### config.mk
export PLATFORM = sky130hd
export DESIGN_NAME = rtdib_param
export DESIGN_NICKNAME = d
export VERILOG_FILES = /design/src/rtdib_pkg.sv /design/src/rtdib_decode.sv /design/src/rtdib_scale.sv /design/src/rtdib_param.sv
export SDC_FILE = /design/constraint.sdc
export NUM_CORES = 1
export LEC_CHECK = 0
export ABC_AREA = 1
export BUFFER_PORTS_ARGS = -buffer_cell sky130_fd_sc_hd__buf_4
export CAP_MARGIN = 30
export CELL_PAD_IN_SITES_DETAIL_PLACEMENT = 1
export CELL_PAD_IN_SITES_GLOBAL_PLACEMENT = 1
export CORE_MARGIN = 5
export CORE_UTILIZATION = 44
export CTS_CLUSTER_SIZE = 12
export DETAILED_ROUTE_END_ITERATION = 10
export PLACE_DENSITY = 0.8
export SLEW_MARGIN = 30
export SYNTH_ARGS = -nofsm -noshare
export SYNTH_HDL_FRONTEND = slang
export SYNTH_SLANG_ARGS = --single-unit
### constraint.sdc
create_clock -name clk -period 19.05 [get_ports clk]
set_input_delay 3.81 -clock clk [delete_from_list [all_inputs] [get_ports clk]]
set_output_delay 3.81 -clock clk [all_outputs]
set_load 0.02 [all_outputs]
### src/rtdib_pkg.sv
// Constants and types shared by the resistance input parameter block
package rtdib_pkg;
	// ---------------------------------------------------------------
	// Parameter byte positions (object index 3100h plus position)
	// ---------------------------------------------------------------
	localparam logic [2:0] IDX_DIAG = 3'h0;
	localparam logic [2:0] IDX_OPEN = 3'h1;
	localparam logic [2:0] IDX_UNIT = 3'h2;
	localparam logic [2:0] IDX_MAINS = 3'h3;
	localparam logic [2:0] IDX_CH0 = 3'h4;
	localparam logic [15:0] OBJ_INDEX_BASE = 16'h3100;
	localparam logic [7:0] SUBIDX_BASE = 8'h01;
	// ---------------------------------------------------------------
	// Record set numbers
	// ---------------------------------------------------------------
	localparam logic [7:0] SET_ENABLES = 8'h00;
	localparam logic [7:0] SET_UNIT_MAINS = 8'h01;
	localparam logic [7:0] SET_CH0 = 8'h80;
	// ---------------------------------------------------------------
	// Field codes and reset values
	// ---------------------------------------------------------------
	localparam logic [7:0] DIAG_OFF = 8'h00;
	localparam logic [7:0] DIAG_ON = 8'h40;
	localparam int DIAG_BIT = 6;
	localparam logic [7:0] OPEN_RST = 8'h00;
	localparam logic [1:0] UNIT_C = 2'h0;
	localparam logic [1:0] UNIT_F = 2'h1;
	localparam logic [1:0] UNIT_K = 2'h2;
	localparam logic [1:0] MAINS_60 = 2'h1;
	localparam logic [1:0] MAINS_50 = 2'h2;
	localparam logic [7:0] RANGE_RST = 8'h50;
	localparam logic [7:0] RANGE_OFF = 8'hff;
	localparam logic [7:0] FN_2W = 8'h50;
	localparam logic [7:0] FN_3W = 8'h58;
	localparam logic [7:0] FN_4W = 8'h60;
	localparam logic [7:0] FN_R2W = 8'h70;
	localparam logic [7:0] FN_R3W = 8'h78;
	localparam logic [7:0] FN_R4W = 8'h80;
	localparam logic [7:0] FN_SENSORS = 8'h05;
	localparam logic [7:0] FN_RES_SPANS = 8'h03;
	localparam logic [1:0] STRAP_WAIT = 2'h3;
	// ---------------------------------------------------------------
	// Value bands in tenths of a degree Celsius, or counts
	// ---------------------------------------------------------------
	localparam logic signed [17:0] PT_HI = 18'sd10000;
	localparam logic signed [17:0] PT_NHI = 18'sd8500;
	localparam logic signed [17:0] PT_NLO = -18'sd2000;
	localparam logic signed [17:0] PT_LO = -18'sd2430;
	localparam logic signed [17:0] NI_HI = 18'sd2950;
	localparam logic signed [17:0] NI_NHI = 18'sd2500;
	localparam logic signed [17:0] NI_NLO = -18'sd600;
	localparam logic signed [17:0] NI_LO = -18'sd1050;
	localparam logic signed [17:0] N120_HI = 18'sd4000;
	localparam logic signed [17:0] N120_NHI = 18'sd3200;
	localparam logic signed [17:0] N120_NLO = -18'sd800;
	localparam logic signed [17:0] N120_LO = -18'sd1000;
	localparam logic signed [17:0] RES_HI = 18'sd32767;
	localparam logic signed [17:0] RES_LO = 18'sd0;
	localparam logic signed [19:0] F_MUL = 20'sd9;
	localparam logic signed [19:0] F_DIV = 20'sd5;
	localparam logic signed [19:0] F_OFS = 20'sd320;
	localparam logic signed [17:0] K_OFS = 18'sd2732;

	typedef enum logic [2:0] {CLS_OFF, CLS_PT, CLS_NI, CLS_N120, CLS_RES, CLS_BAD} rtdib_cls_t;
endpackage : rtdib_pkg

### src/rtdib_decode.sv
// Function number decoder: sensor class of one channel
`timescale 1ns/10ps
module rtdib_decode (
	input wire logic [7:0] code,
	output rtdib_pkg::rtdib_cls_t cls
);
	logic [7:0] o2;
	logic [7:0] o3;
	logic [7:0] o4;
	logic [7:0] sel;
	logic hit;

	always_comb begin
		o2 = code - rtdib_pkg::FN_2W;
		o3 = code - rtdib_pkg::FN_3W;
		o4 = code - rtdib_pkg::FN_4W;
		hit = 1'b1;
		sel = 8'h00;
		if (o2 < rtdib_pkg::FN_SENSORS) begin
			sel = o2;
		end else if (o3 < rtdib_pkg::FN_SENSORS) begin
			sel = o3;
		end else if (o4 < rtdib_pkg::FN_SENSORS) begin
			sel = o4;
		end else begin
			hit = 1'b0;
		end
		if (code == rtdib_pkg::RANGE_OFF) begin
			cls = rtdib_pkg::CLS_OFF;
		end else if (hit) begin
			// Group order: Pt100, Pt1000, Ni100, Ni1000, Ni120
			if (sel < 8'h02) begin
				cls = rtdib_pkg::CLS_PT;
			end else if (sel < 8'h04) begin
				cls = rtdib_pkg::CLS_NI;
			end else begin
				cls = rtdib_pkg::CLS_N120;
			end
		end else if ((8'(code - rtdib_pkg::FN_R2W) < rtdib_pkg::FN_RES_SPANS)
				|| (8'(code - rtdib_pkg::FN_R3W) < rtdib_pkg::FN_RES_SPANS)
				|| (8'(code - rtdib_pkg::FN_R4W) < rtdib_pkg::FN_RES_SPANS)) begin
			cls = rtdib_pkg::CLS_RES;
		end else begin
			cls = rtdib_pkg::CLS_BAD;
		end
	end
endmodule : rtdib_decode

### src/rtdib_scale.sv
// Band limiting and unit conversion of one raw measurement
`timescale 1ns/10ps
module rtdib_scale (
	input wire rtdib_pkg::rtdib_cls_t cls,
	input wire logic [1:0] unit,
	input wire logic signed [17:0] raw,
	output logic [15:0] value,
	output logic over,
	output logic under,
	output logic clamped
);
	logic signed [17:0] hi;
	logic signed [17:0] lo;
	logic signed [17:0] nhi;
	logic signed [17:0] nlo;
	logic signed [17:0] lim;
	logic signed [19:0] fah;

	always_comb begin
		unique case (cls)
			rtdib_pkg::CLS_PT: begin
				hi = rtdib_pkg::PT_HI;
				lo = rtdib_pkg::PT_LO;
				nhi = rtdib_pkg::PT_NHI;
				nlo = rtdib_pkg::PT_NLO;
			end
			rtdib_pkg::CLS_NI: begin
				hi = rtdib_pkg::NI_HI;
				lo = rtdib_pkg::NI_LO;
				nhi = rtdib_pkg::NI_NHI;
				nlo = rtdib_pkg::NI_NLO;
			end
			rtdib_pkg::CLS_N120: begin
				hi = rtdib_pkg::N120_HI;
				lo = rtdib_pkg::N120_LO;
				nhi = rtdib_pkg::N120_NHI;
				nlo = rtdib_pkg::N120_NLO;
			end
			default: begin
				hi = rtdib_pkg::RES_HI;
				lo = rtdib_pkg::RES_LO;
				nhi = rtdib_pkg::RES_HI;
				nlo = rtdib_pkg::RES_LO;
			end
		endcase
		over = raw > nhi;
		under = raw < nlo;
		clamped = (raw > hi) || (raw < lo);
		lim = (raw > hi) ? hi : ((raw < lo) ? lo : raw);
		// Clamp before converting so unit choice never moves the band edges
		fah = (20'(lim) * rtdib_pkg::F_MUL) / rtdib_pkg::F_DIV + rtdib_pkg::F_OFS;
		if (cls == rtdib_pkg::CLS_RES || unit == rtdib_pkg::UNIT_C) begin
			value = lim[15:0];
		end else if (unit == rtdib_pkg::UNIT_F) begin
			value = fah[15:0];
		end else begin
			value = 16'(lim + rtdib_pkg::K_OFS);
		end
	end
endmodule : rtdib_scale

### src/rtdib_param.sv
// Parameter record store and process value path of the four channel input
`timescale 1ns/10ps
module rtdib_param #(
	parameter int NUM_CH = 4
) (
	input wire logic clk,
	input wire logic sys_rst,
	input wire logic two_ch_strap,
	input wire logic sys_stopped,
	input wire logic par_wr,
	input wire logic par_rd,
	input wire logic [2:0] par_pos,
	input wire logic [7:0] record_set_number,
	input wire logic [7:0] par_wdata,
	output logic par_wack,
	output logic par_werr,
	output logic par_rvalid,
	output logic [7:0] par_rdata,
	output logic diag_irq_en,
	output logic [3:0] open_circuit_en,
	output logic [1:0] temp_unit,
	output logic mains_60hz,
	output logic [3:0] chan_active,
	output logic [3:0] chan_param_err,
	input wire logic meas_valid,
	input wire logic [1:0] meas_chan,
	input wire logic signed [17:0] meas_raw,
	output logic pv_valid,
	output logic [1:0] pv_chan,
	output logic [15:0] pv_value,
	output logic pv_over,
	output logic pv_under,
	output logic pv_clamped
);
	if (NUM_CH != 4) begin : g_bad_ch
		$error("rtdib_param serves exactly four channels");
	end

	// ---------------------------------------------------------------
	// Strap capture after reset release
	// ---------------------------------------------------------------
	logic strap_s1_q;
	logic strap_s2_q;
	logic [1:0] init_cnt_q;
	logic init_done;

	always_ff @(posedge clk or posedge sys_rst) begin
		if (sys_rst) begin
			strap_s1_q <= 1'b0;
			strap_s2_q <= 1'b0;
		end else begin
			strap_s1_q <= two_ch_strap;
			strap_s2_q <= strap_s1_q;
		end
	end

	always_ff @(posedge clk or posedge sys_rst) begin
		if (sys_rst) begin
			init_cnt_q <= 2'h0;
		end else if (init_cnt_q != rtdib_pkg::STRAP_WAIT) begin
			init_cnt_q <= init_cnt_q + 2'h1;
		end
	end

	assign init_done = init_cnt_q == rtdib_pkg::STRAP_WAIT;

	// ---------------------------------------------------------------
	// Write decode
	// ---------------------------------------------------------------
	logic [7:0] rng_q [4];
	logic [7:0] exp_set;
	logic set_ok;
	logic data_ok;
	logic stop_ok;
	logic wr_ok;
	logic [1:0] wr_ch;
	rtdib_pkg::rtdib_cls_t cls [4];
	rtdib_pkg::rtdib_cls_t wr_cls;

	genvar g;
	generate
		for (g = 0; g < 4; g++) begin : g_dec
			rtdib_decode u_dec (
				.code(rng_q[g]),
				.cls(cls[g])
			);
			assign chan_active[g] = (cls[g] != rtdib_pkg::CLS_OFF)
				&& (cls[g] != rtdib_pkg::CLS_BAD);
		end
	endgenerate

	rtdib_decode u_wr_dec (
		.code(par_wdata),
		.cls(wr_cls)
	);

	assign wr_ch = 2'(par_pos - rtdib_pkg::IDX_CH0);

	always_comb begin
		if (par_pos < rtdib_pkg::IDX_UNIT) begin
			exp_set = rtdib_pkg::SET_ENABLES;
		end else if (par_pos < rtdib_pkg::IDX_CH0) begin
			exp_set = rtdib_pkg::SET_UNIT_MAINS;
		end else begin
			exp_set = rtdib_pkg::SET_CH0 + 8'(wr_ch);
		end
		unique case (par_pos)
			rtdib_pkg::IDX_DIAG: data_ok = (par_wdata == rtdib_pkg::DIAG_OFF)
				|| (par_wdata == rtdib_pkg::DIAG_ON);
			rtdib_pkg::IDX_OPEN: data_ok = 1'b1;
			rtdib_pkg::IDX_UNIT: data_ok = par_wdata[1:0] != 2'h3;
			rtdib_pkg::IDX_MAINS: data_ok = (par_wdata[1:0] == rtdib_pkg::MAINS_60)
				|| (par_wdata[1:0] == rtdib_pkg::MAINS_50);
			default: data_ok = wr_cls != rtdib_pkg::CLS_BAD;
		endcase
	end

	assign set_ok = record_set_number == exp_set;
	// The enable record is refused while running so a stray write cannot arm wire checks
	assign stop_ok = sys_stopped || (exp_set != rtdib_pkg::SET_ENABLES);
	assign wr_ok = par_wr && init_done && set_ok && stop_ok && data_ok;

	// ---------------------------------------------------------------
	// Parameter registers
	// ---------------------------------------------------------------
	logic diag_q;
	logic [3:0] open_q;
	logic [1:0] unit_q;
	logic [1:0] mains_q;

	always_ff @(posedge clk or posedge sys_rst) begin
		if (sys_rst) begin
			diag_q <= 1'b0;
			open_q <= rtdib_pkg::OPEN_RST[3:0];
			unit_q <= rtdib_pkg::UNIT_C;
			mains_q <= rtdib_pkg::MAINS_50;
		end else if (wr_ok) begin
			unique case (par_pos)
				rtdib_pkg::IDX_DIAG: diag_q <= par_wdata[rtdib_pkg::DIAG_BIT];
				rtdib_pkg::IDX_OPEN: open_q <= par_wdata[3:0];
				rtdib_pkg::IDX_UNIT: unit_q <= par_wdata[1:0];
				rtdib_pkg::IDX_MAINS: mains_q <= par_wdata[1:0];
				default: begin
				end
			endcase
		end
	end

	always_ff @(posedge clk or posedge sys_rst) begin
		if (sys_rst) begin
			for (int i = 0; i < 4; i++) begin
				rng_q[i] <= rtdib_pkg::RANGE_RST;
			end
		end else if (init_cnt_q == 2'(rtdib_pkg::STRAP_WAIT - 2'h1)) begin
			// Taken only once the second synchroniser stage holds the pin level
			if (strap_s2_q) begin
				rng_q[2] <= rtdib_pkg::RANGE_OFF;
				rng_q[3] <= rtdib_pkg::RANGE_OFF;
			end
		end else if (wr_ok && par_pos >= rtdib_pkg::IDX_CH0) begin
			rng_q[wr_ch] <= par_wdata;
		end
	end

	always_ff @(posedge clk or posedge sys_rst) begin
		if (sys_rst) begin
			chan_param_err <= 4'h0;
		end else if (par_wr && init_done && set_ok && par_pos >= rtdib_pkg::IDX_CH0) begin
			chan_param_err[wr_ch] <= !data_ok;
		end
	end

	always_ff @(posedge clk or posedge sys_rst) begin
		if (sys_rst) begin
			par_wack <= 1'b0;
			par_werr <= 1'b0;
		end else begin
			par_wack <= wr_ok;
			par_werr <= par_wr && !wr_ok;
		end
	end

	// ---------------------------------------------------------------
	// Read back
	// ---------------------------------------------------------------
	always_ff @(posedge clk or posedge sys_rst) begin
		if (sys_rst) begin
			par_rvalid <= 1'b0;
			par_rdata <= 8'h00;
		end else begin
			par_rvalid <= par_rd;
			if (par_rd) begin
				unique case (par_pos)
					rtdib_pkg::IDX_DIAG: par_rdata <= diag_q ? rtdib_pkg::DIAG_ON : rtdib_pkg::DIAG_OFF;
					rtdib_pkg::IDX_OPEN: par_rdata <= {4'h0, open_q};
					rtdib_pkg::IDX_UNIT: par_rdata <= {6'h00, unit_q};
					rtdib_pkg::IDX_MAINS: par_rdata <= {6'h00, mains_q};
					default: par_rdata <= rng_q[wr_ch];
				endcase
			end
		end
	end

	assign diag_irq_en = diag_q;
	assign open_circuit_en = open_q;
	assign temp_unit = unit_q;
	assign mains_60hz = mains_q == rtdib_pkg::MAINS_60;

	// ---------------------------------------------------------------
	// Process value path
	// ---------------------------------------------------------------
	logic [15:0] sc_value;
	logic sc_over;
	logic sc_under;
	logic sc_clamped;

	rtdib_scale u_scale (
		.cls(cls[meas_chan]),
		.unit(unit_q),
		.raw(meas_raw),
		.value(sc_value),
		.over(sc_over),
		.under(sc_under),
		.clamped(sc_clamped)
	);

	always_ff @(posedge clk or posedge sys_rst) begin
		if (sys_rst) begin
			pv_valid <= 1'b0;
			pv_chan <= 2'h0;
			pv_value <= 16'h0000;
			pv_over <= 1'b0;
			pv_under <= 1'b0;
			pv_clamped <= 1'b0;
		end else begin
			// Switched off or misconfigured channels yield nothing
			pv_valid <= meas_valid && chan_active[meas_chan];
			if (meas_valid && chan_active[meas_chan]) begin
				pv_chan <= meas_chan;
				pv_value <= sc_value;
				pv_over <= sc_over;
				pv_under <= sc_under;
				pv_clamped <= sc_clamped;
			end
		end
	end
endmodule : rtdib_param

==> impl_metrics.yaml, run 1 <==
route:
  drtIter0Drc: 716
  vias: 13000
  drt_pre_antenna_iters: 5
  wl_per_cell_um: 18.4
  viasPerCell: 5.66
  totalWireLength_um: 42300
  ant_nets: 0
  drc: 0
synth:
  syn_area_mm2: 0.0118
  synth_flop_cell: "dfrtp_1"
  syn_avg_cell_area_um2: 6.42
  synth_common_cells: "463 x nand2_1, 192 x inv_1, 177 x nand3_1, 155 x nor2_1, 127 x ha_1"
  synth_seq_area_share: 0.175
  synth_top_area_share: 0.155
  syn_inst: 1831
  synth_area_leaders: "dfrtp_1 16%, nand2_1 15%, ha_1 14%"
  synth_edf_count: 0
  async_flop_share: 1.00
  ys.warnings.count: 0
  yosysMostFrequentCell: "nand2_1"
  synth_seq_cells: 82
  yosys.area.top_type: "dfrtp_1"
  ys_types: 67
  syn_nets: 2005
worst_setup_path:
  path_class: "input pin to flip-flop"
  cp_max_fo: 10
  arrival_ns: 18.33
  critical-path-slowest-cell: "or4_4"
  cp.required_ns: 19.32
  cpPeakStageDelay_ns: 0.54
  cp_common_cell: "nand2_1"
  r2r-start: "rng_q[20]"
  worstSetupEndpointType: "flip-flop"
  worstSetupStartpointType: "input pin"
  crit_path_start: "meas_chan[0]"
grt:
  grt_pass1_wl_um: 66700
  overflow: 0
  grt_pass1_vias: 13100
  grtUsageTotal: 0.264
  antenna_found_initial: 1
  grt_max_degree: 70
placement:
  dp_slack_ns: -0.549
  dpl.hpwl_um: 33000
  place_area_mm2: 0.0128
  port_buffers: 94
  gp_congestion: 0.892
floorplanning:
  die_w_um: 173
  initial_core_util: 0.449
  ios: 95
  die_y_um: 173
  dieArea_mm2: 0.0301
  num_rows: 59
  core_area_mm2: 0.0262
layout:
  drive_gt1_frac: 0.218
  nNetsFinal: 2135
  fin_area_mm2: 0.0139
  syn2layout_area_growth_pct: 18.6
  diodes: 0
clocking:
  cts.sinks: 82
  cts_max_level: 3
  clock_latency_ns: 0.37
  clockBufferDepth: 2
  cts_tree: "built"
  cts_root_buf: "clkbuf_16"
  cts_buffers: 9
  clk_pin_slew_ns: 0.08
timing:
  max_freq_mhz: 55.4
  fin_skew_ns: 0.0243
  fin_crit_ns: 18.06
  maxSlewViolCount: 0
  max_slew.worst_pin.slew_ns: 0.741
  relSlewSlack: 0.502
  finalHoldViolCount: 0
  setup_ws_ns: 0.986
  fin_crit_sh: 0.948
  finalSetupViolations: 0
job:
  maxCapViolCount: 0
min_path:
  hold_path.class: "flip-flop to flip-flop"
  worstHoldStart: "strap_s1_q"
status:
  status: "completed"
flip-flops by register name, indices dropped and copies added, names as in the netlist, 2 cells and up:
name,flops
temp_unit,2
mains_q,2
open_circuit_en,4
pv_value,16
chan_param_err,4
init_cnt_q,2
par_rdata,8
pv_chan,2
rng_q,32
cell type report:
cell class / count / area [um2]
fillers: 3519 / 12300
repair buffers: 144 / 1110
multi-input cells: 1480 / 9050
flip-flops and latches: 82 / 2060
clock inverters: 5 / 129
well taps: 335 / 419
inverters: 244 / 941
clock buffers: 11 / 233
critical path: cells and delay by family:
| family | cells | cell delay [ns] |
|---|---|---|
| AND/OR/NAND/NOR | 86 | 8.73 |
| XOR/XNOR | 2 | 0.47 |
| buffers and inverters | 16 | 1.51 |
| adder cells (fa/ha/maj) | 7 | 1.86 |
| AO/OA/AOI/OAI | 9 | 1.87 |
metal layers:
metal | GRT usage | routed length (um)
met1 | 0.365 | 19500
met2 | 0.445 | 20200
met3 | 0.0329 | 1880
met4 | 0.0522 | 722
met5 | 0 | 13
final timing paths:
path / endpoint / slack (ns) / cells past startpoint
setup reg to reg: pv_value[14] / 2.73 / 131
hold reg to reg: strap_s2_q / 0.35 / 0
max in group asynchronous: rng_q[18] / 14.71 / 3
setup / recovery: pv_value[14] / 0.99 / 120
min in group asynchronous: pv_value[15] / 3.38 / 2
hold / removal: strap_s2_q / 0.35 / 0
logic make-up (layout without fill, tap and decap cells):
kind of cell	count (synthesis)	in the layout	share of synthesized area
buffers and inverters	270	404	0.0929
AOI/OAI and AO/OA	290	290	0.144
xor gates and xnor gates	58	58	0.0445
and+or+nand+nor	1003	1004	0.406
DFF	82	82	0.175
adders and majority gates	128	128	0.137
cell usage in the layout, fill, tap and decap left out, drive strengths merged, types with 16 or more instances in the layout:
master	netlist	final
a21oi	104	104
buf	15	143
dfrtp	73	73
ha	127	127
inv	234	233
nand2	542	542
nand3	200	201
nand4	35	35
nor2	174	174
nor3	21	21
o211ai	16	16
o21ai	111	111
xor2	50	50
what timing repair did:
| action | 4_1_cts | 5_1_grt |
|---|---|---|
| setup endpoints to repair | 7 | 14 |
| resized for setup | 3 | 97 |
| setup buffers | 0 | 40 |
| gates cloned | 0 | 2 |
| pin swaps | 0 | 33 |
| hold buffers | 0 | 0 |
metrics by stage:
| stage | setup TNS, ns | instances | utilization | hold slack [ns] |
|---|---|---|---|---|
| after floorplan | 0 | 1831 | - | 0.331 |
| after global placement | 0 | 2243 | 0.488 | 0.335 |
| after detailed placement | -3.00 | 2243 | 0.488 | 0.338 |
| after CTS | 0 | 2259 | 0.503 | 0.354 |
| after global routing | -2.54 | 2301 | 0.532 | 0.355 |
| final | 0 | 2301 | 0.532 | 0.353 |
Power of run 1 is not shown: default switching activity piles up to over one toggle a cycle in this logic, so the estimate is an artifact.
==> run 2: changes to the inputs <==
--- a/config.mk
+++ b/config.mk
@@ -11,10 +11,10 @@
 export CELL_PAD_IN_SITES_DETAIL_PLACEMENT = 1
 export CELL_PAD_IN_SITES_GLOBAL_PLACEMENT = 1
 export CORE_MARGIN = 5
-export CORE_UTILIZATION = 44
+export CORE_UTILIZATION = 41
 export CTS_CLUSTER_SIZE = 12
 export DETAILED_ROUTE_END_ITERATION = 10
-export PLACE_DENSITY = 0.8
+export PLACE_DENSITY = 0.75
 export SLEW_MARGIN = 30
 export SYNTH_ARGS = -nofsm -noshare
 export SYNTH_HDL_FRONTEND = slang
==> run 2 against run 1 <==
Net effect:
- non-clock buffer count decreased by 8
- worst setup slack gained 0.15 ns
- fmax increased by 0.82%
==> impl_metrics.yaml, run 2 (synthesis results as in run 1) <==
timing:
  relSlewSlack: 0.432
  setup_ws_ns: 1.13
  finalSetupViolations: 0
  fin_crit_sh: 0.941
  fin_skew_ns: 0.00615
  max_freq_mhz: 55.8
  maxSlewViolCount: 0
  hold_ws_ns: 0.360
  max_slew.worst_pin.slew_ns: 0.852
  finalHoldViolCount: 0
  fin_crit_ns: 17.92
clocking:
  clk_pin_slew_ns: 0.06
  clockBufferDepth: 2
  cts_root_buf: "clkbuf_16"
  cts_tree: "built"
  cts_buffers: 9
  clock_latency_ns: 0.35
  cts_max_level: 3
  cts.sinks: 82
  cts_hold_buf: 0
route:
  viasPerCell: 5.45
  ant_nets: 0
  wl_per_cell_um: 17.7
  drt_pre_antenna_iters: 5
  totalWireLength_um: 41500
  drtIter0Drc: 694
  vias: 12800
  drc: 0
grt:
  overflow: 0
  grt_max_degree: 65
  antenna_found_initial: 0
  grt_pass1_vias: 12700
  grtUsageTotal: 0.251
  globalRouteMet2Util: 0.413
  met1_usage: 0.361
  busiest_layer: "met2"
  grt_pass1_wl_um: 65600
  use_met3: 0.0285
job:
  maxCapViolCount: 0
worst_setup_path:
  worstSetupEndpointType: "flip-flop"
  r2r-start: "rng_q[20]"
  rrSetupSlack_ns: 3.02
  r2r-end: "pv_value[15]"
  cpPeakStageDelay_ns: 0.53
  path_buf_inv: 13
  critical-path-slowest-cell: "or4_4"
  worstSetupStartpointType: "input pin"
  cp_common_cell: "nand2_1"
  cp.required_ns: 19.34
  reg2reg_depth: 128
  path_delay_family: "simple AND/OR/NAND/NOR gates"
  path_class: "input pin to flip-flop"
  arrival_ns: 18.21
  cp_max_fo: 9
floorplanning:
  dieArea_mm2: 0.0322
  initial_core_util: 0.412
  num_rows: 62
  die_w_um: 179
  die_y_um: 179
  ios: 95
  core_area_mm2: 0.0285
layout:
  utilization: 0.486
  diodes: 0
  syn2layout_area_growth_pct: 18.0
  largest_reg_flops: 32
  nNetsFinal: 2128
  fillers: 3913
  regMostFlops: "rng_q"
  multi_input_area_mm2: 0.00905
  top_regs: "rng_q x32, pv_value x16, par_rdata x8"
  final_cell_mix: "451 x nand2_1, 185 x inv_1, 161 x nand3_1, 151 x nor2_1, 132 x buf_4"
  final_common_cell: "nand2_1"
  seq_area_mm2: 0.00206
  drive_gt1_frac: 0.214
status:
  status: "completed"
min_path:
  hold_path.class: "flip-flop to flip-flop"
  worstHoldStart: "strap_s1_q"
  min_to: "strap_s2_q"
  holdPathStages: 0
placement:
  dp_slack_ns: -0.444
  gp_congestion: 0.894
  port_buffers: 94
  dpl.hpwl_um: 33000
==> run 2: worst max path at each step <==
stage               cells past startpoint         start           end  slack (ns)
global placement                      115  meas_chan[0]  pv_value[13]        0.36
CTS                                   121  meas_chan[0]  pv_value[12]       0.004
detailed placement                    121  meas_chan[0]  pv_value[12]       -0.44
finish                                117  meas_chan[0]  pv_value[15]        1.13
floorplan                             121  meas_chan[0]  pv_value[14]        1.62
global route                          129  meas_chan[0]  pv_value[13]       -0.17
==> run 2: final cells by class <==
type	count	area share
repair buffers	136	0.0746
clock buffers	10	0.0165
inverters	244	0.0677
clock inverters	6	0.00487
repair inverters	1	0.000541
flip-flops and latches	82	0.149
multi-input cells	1480	0.652
well taps	384	0.0346
==> run 2: through the flow <==
step | instance area (um2) | cells | setup TNS (ns)
6_report | 13900 | 2343 | 0
5_1_grt | 13900 | 2343 | -0.947
4_1_cts | 13200 | 2310 | 0
3_5_place_dp | 12900 | 2294 | -2.66
3_3_place_gp | 12900 | 2294 | 0
2_1_floorplan | 11800 | 1831 | 0
==> run 2: per-layer routing <==
layer / up-vias / share of wire
met5: - / 0
met2: 236 / 0.47
li1: 6316 / -
met3: 32 / 0.037
met4: 0 / 0.012
met1: 6197 / 0.49
==> run 2: what timing repair did <==
action	4_1_cts	5_1_grt
cloned	0	2
buffers inserted	0	31
endpoints found under the setup margin	5	14
resized for setup	1	102
pin swaps	0	35
Power of run 2 is left out for the same reason.
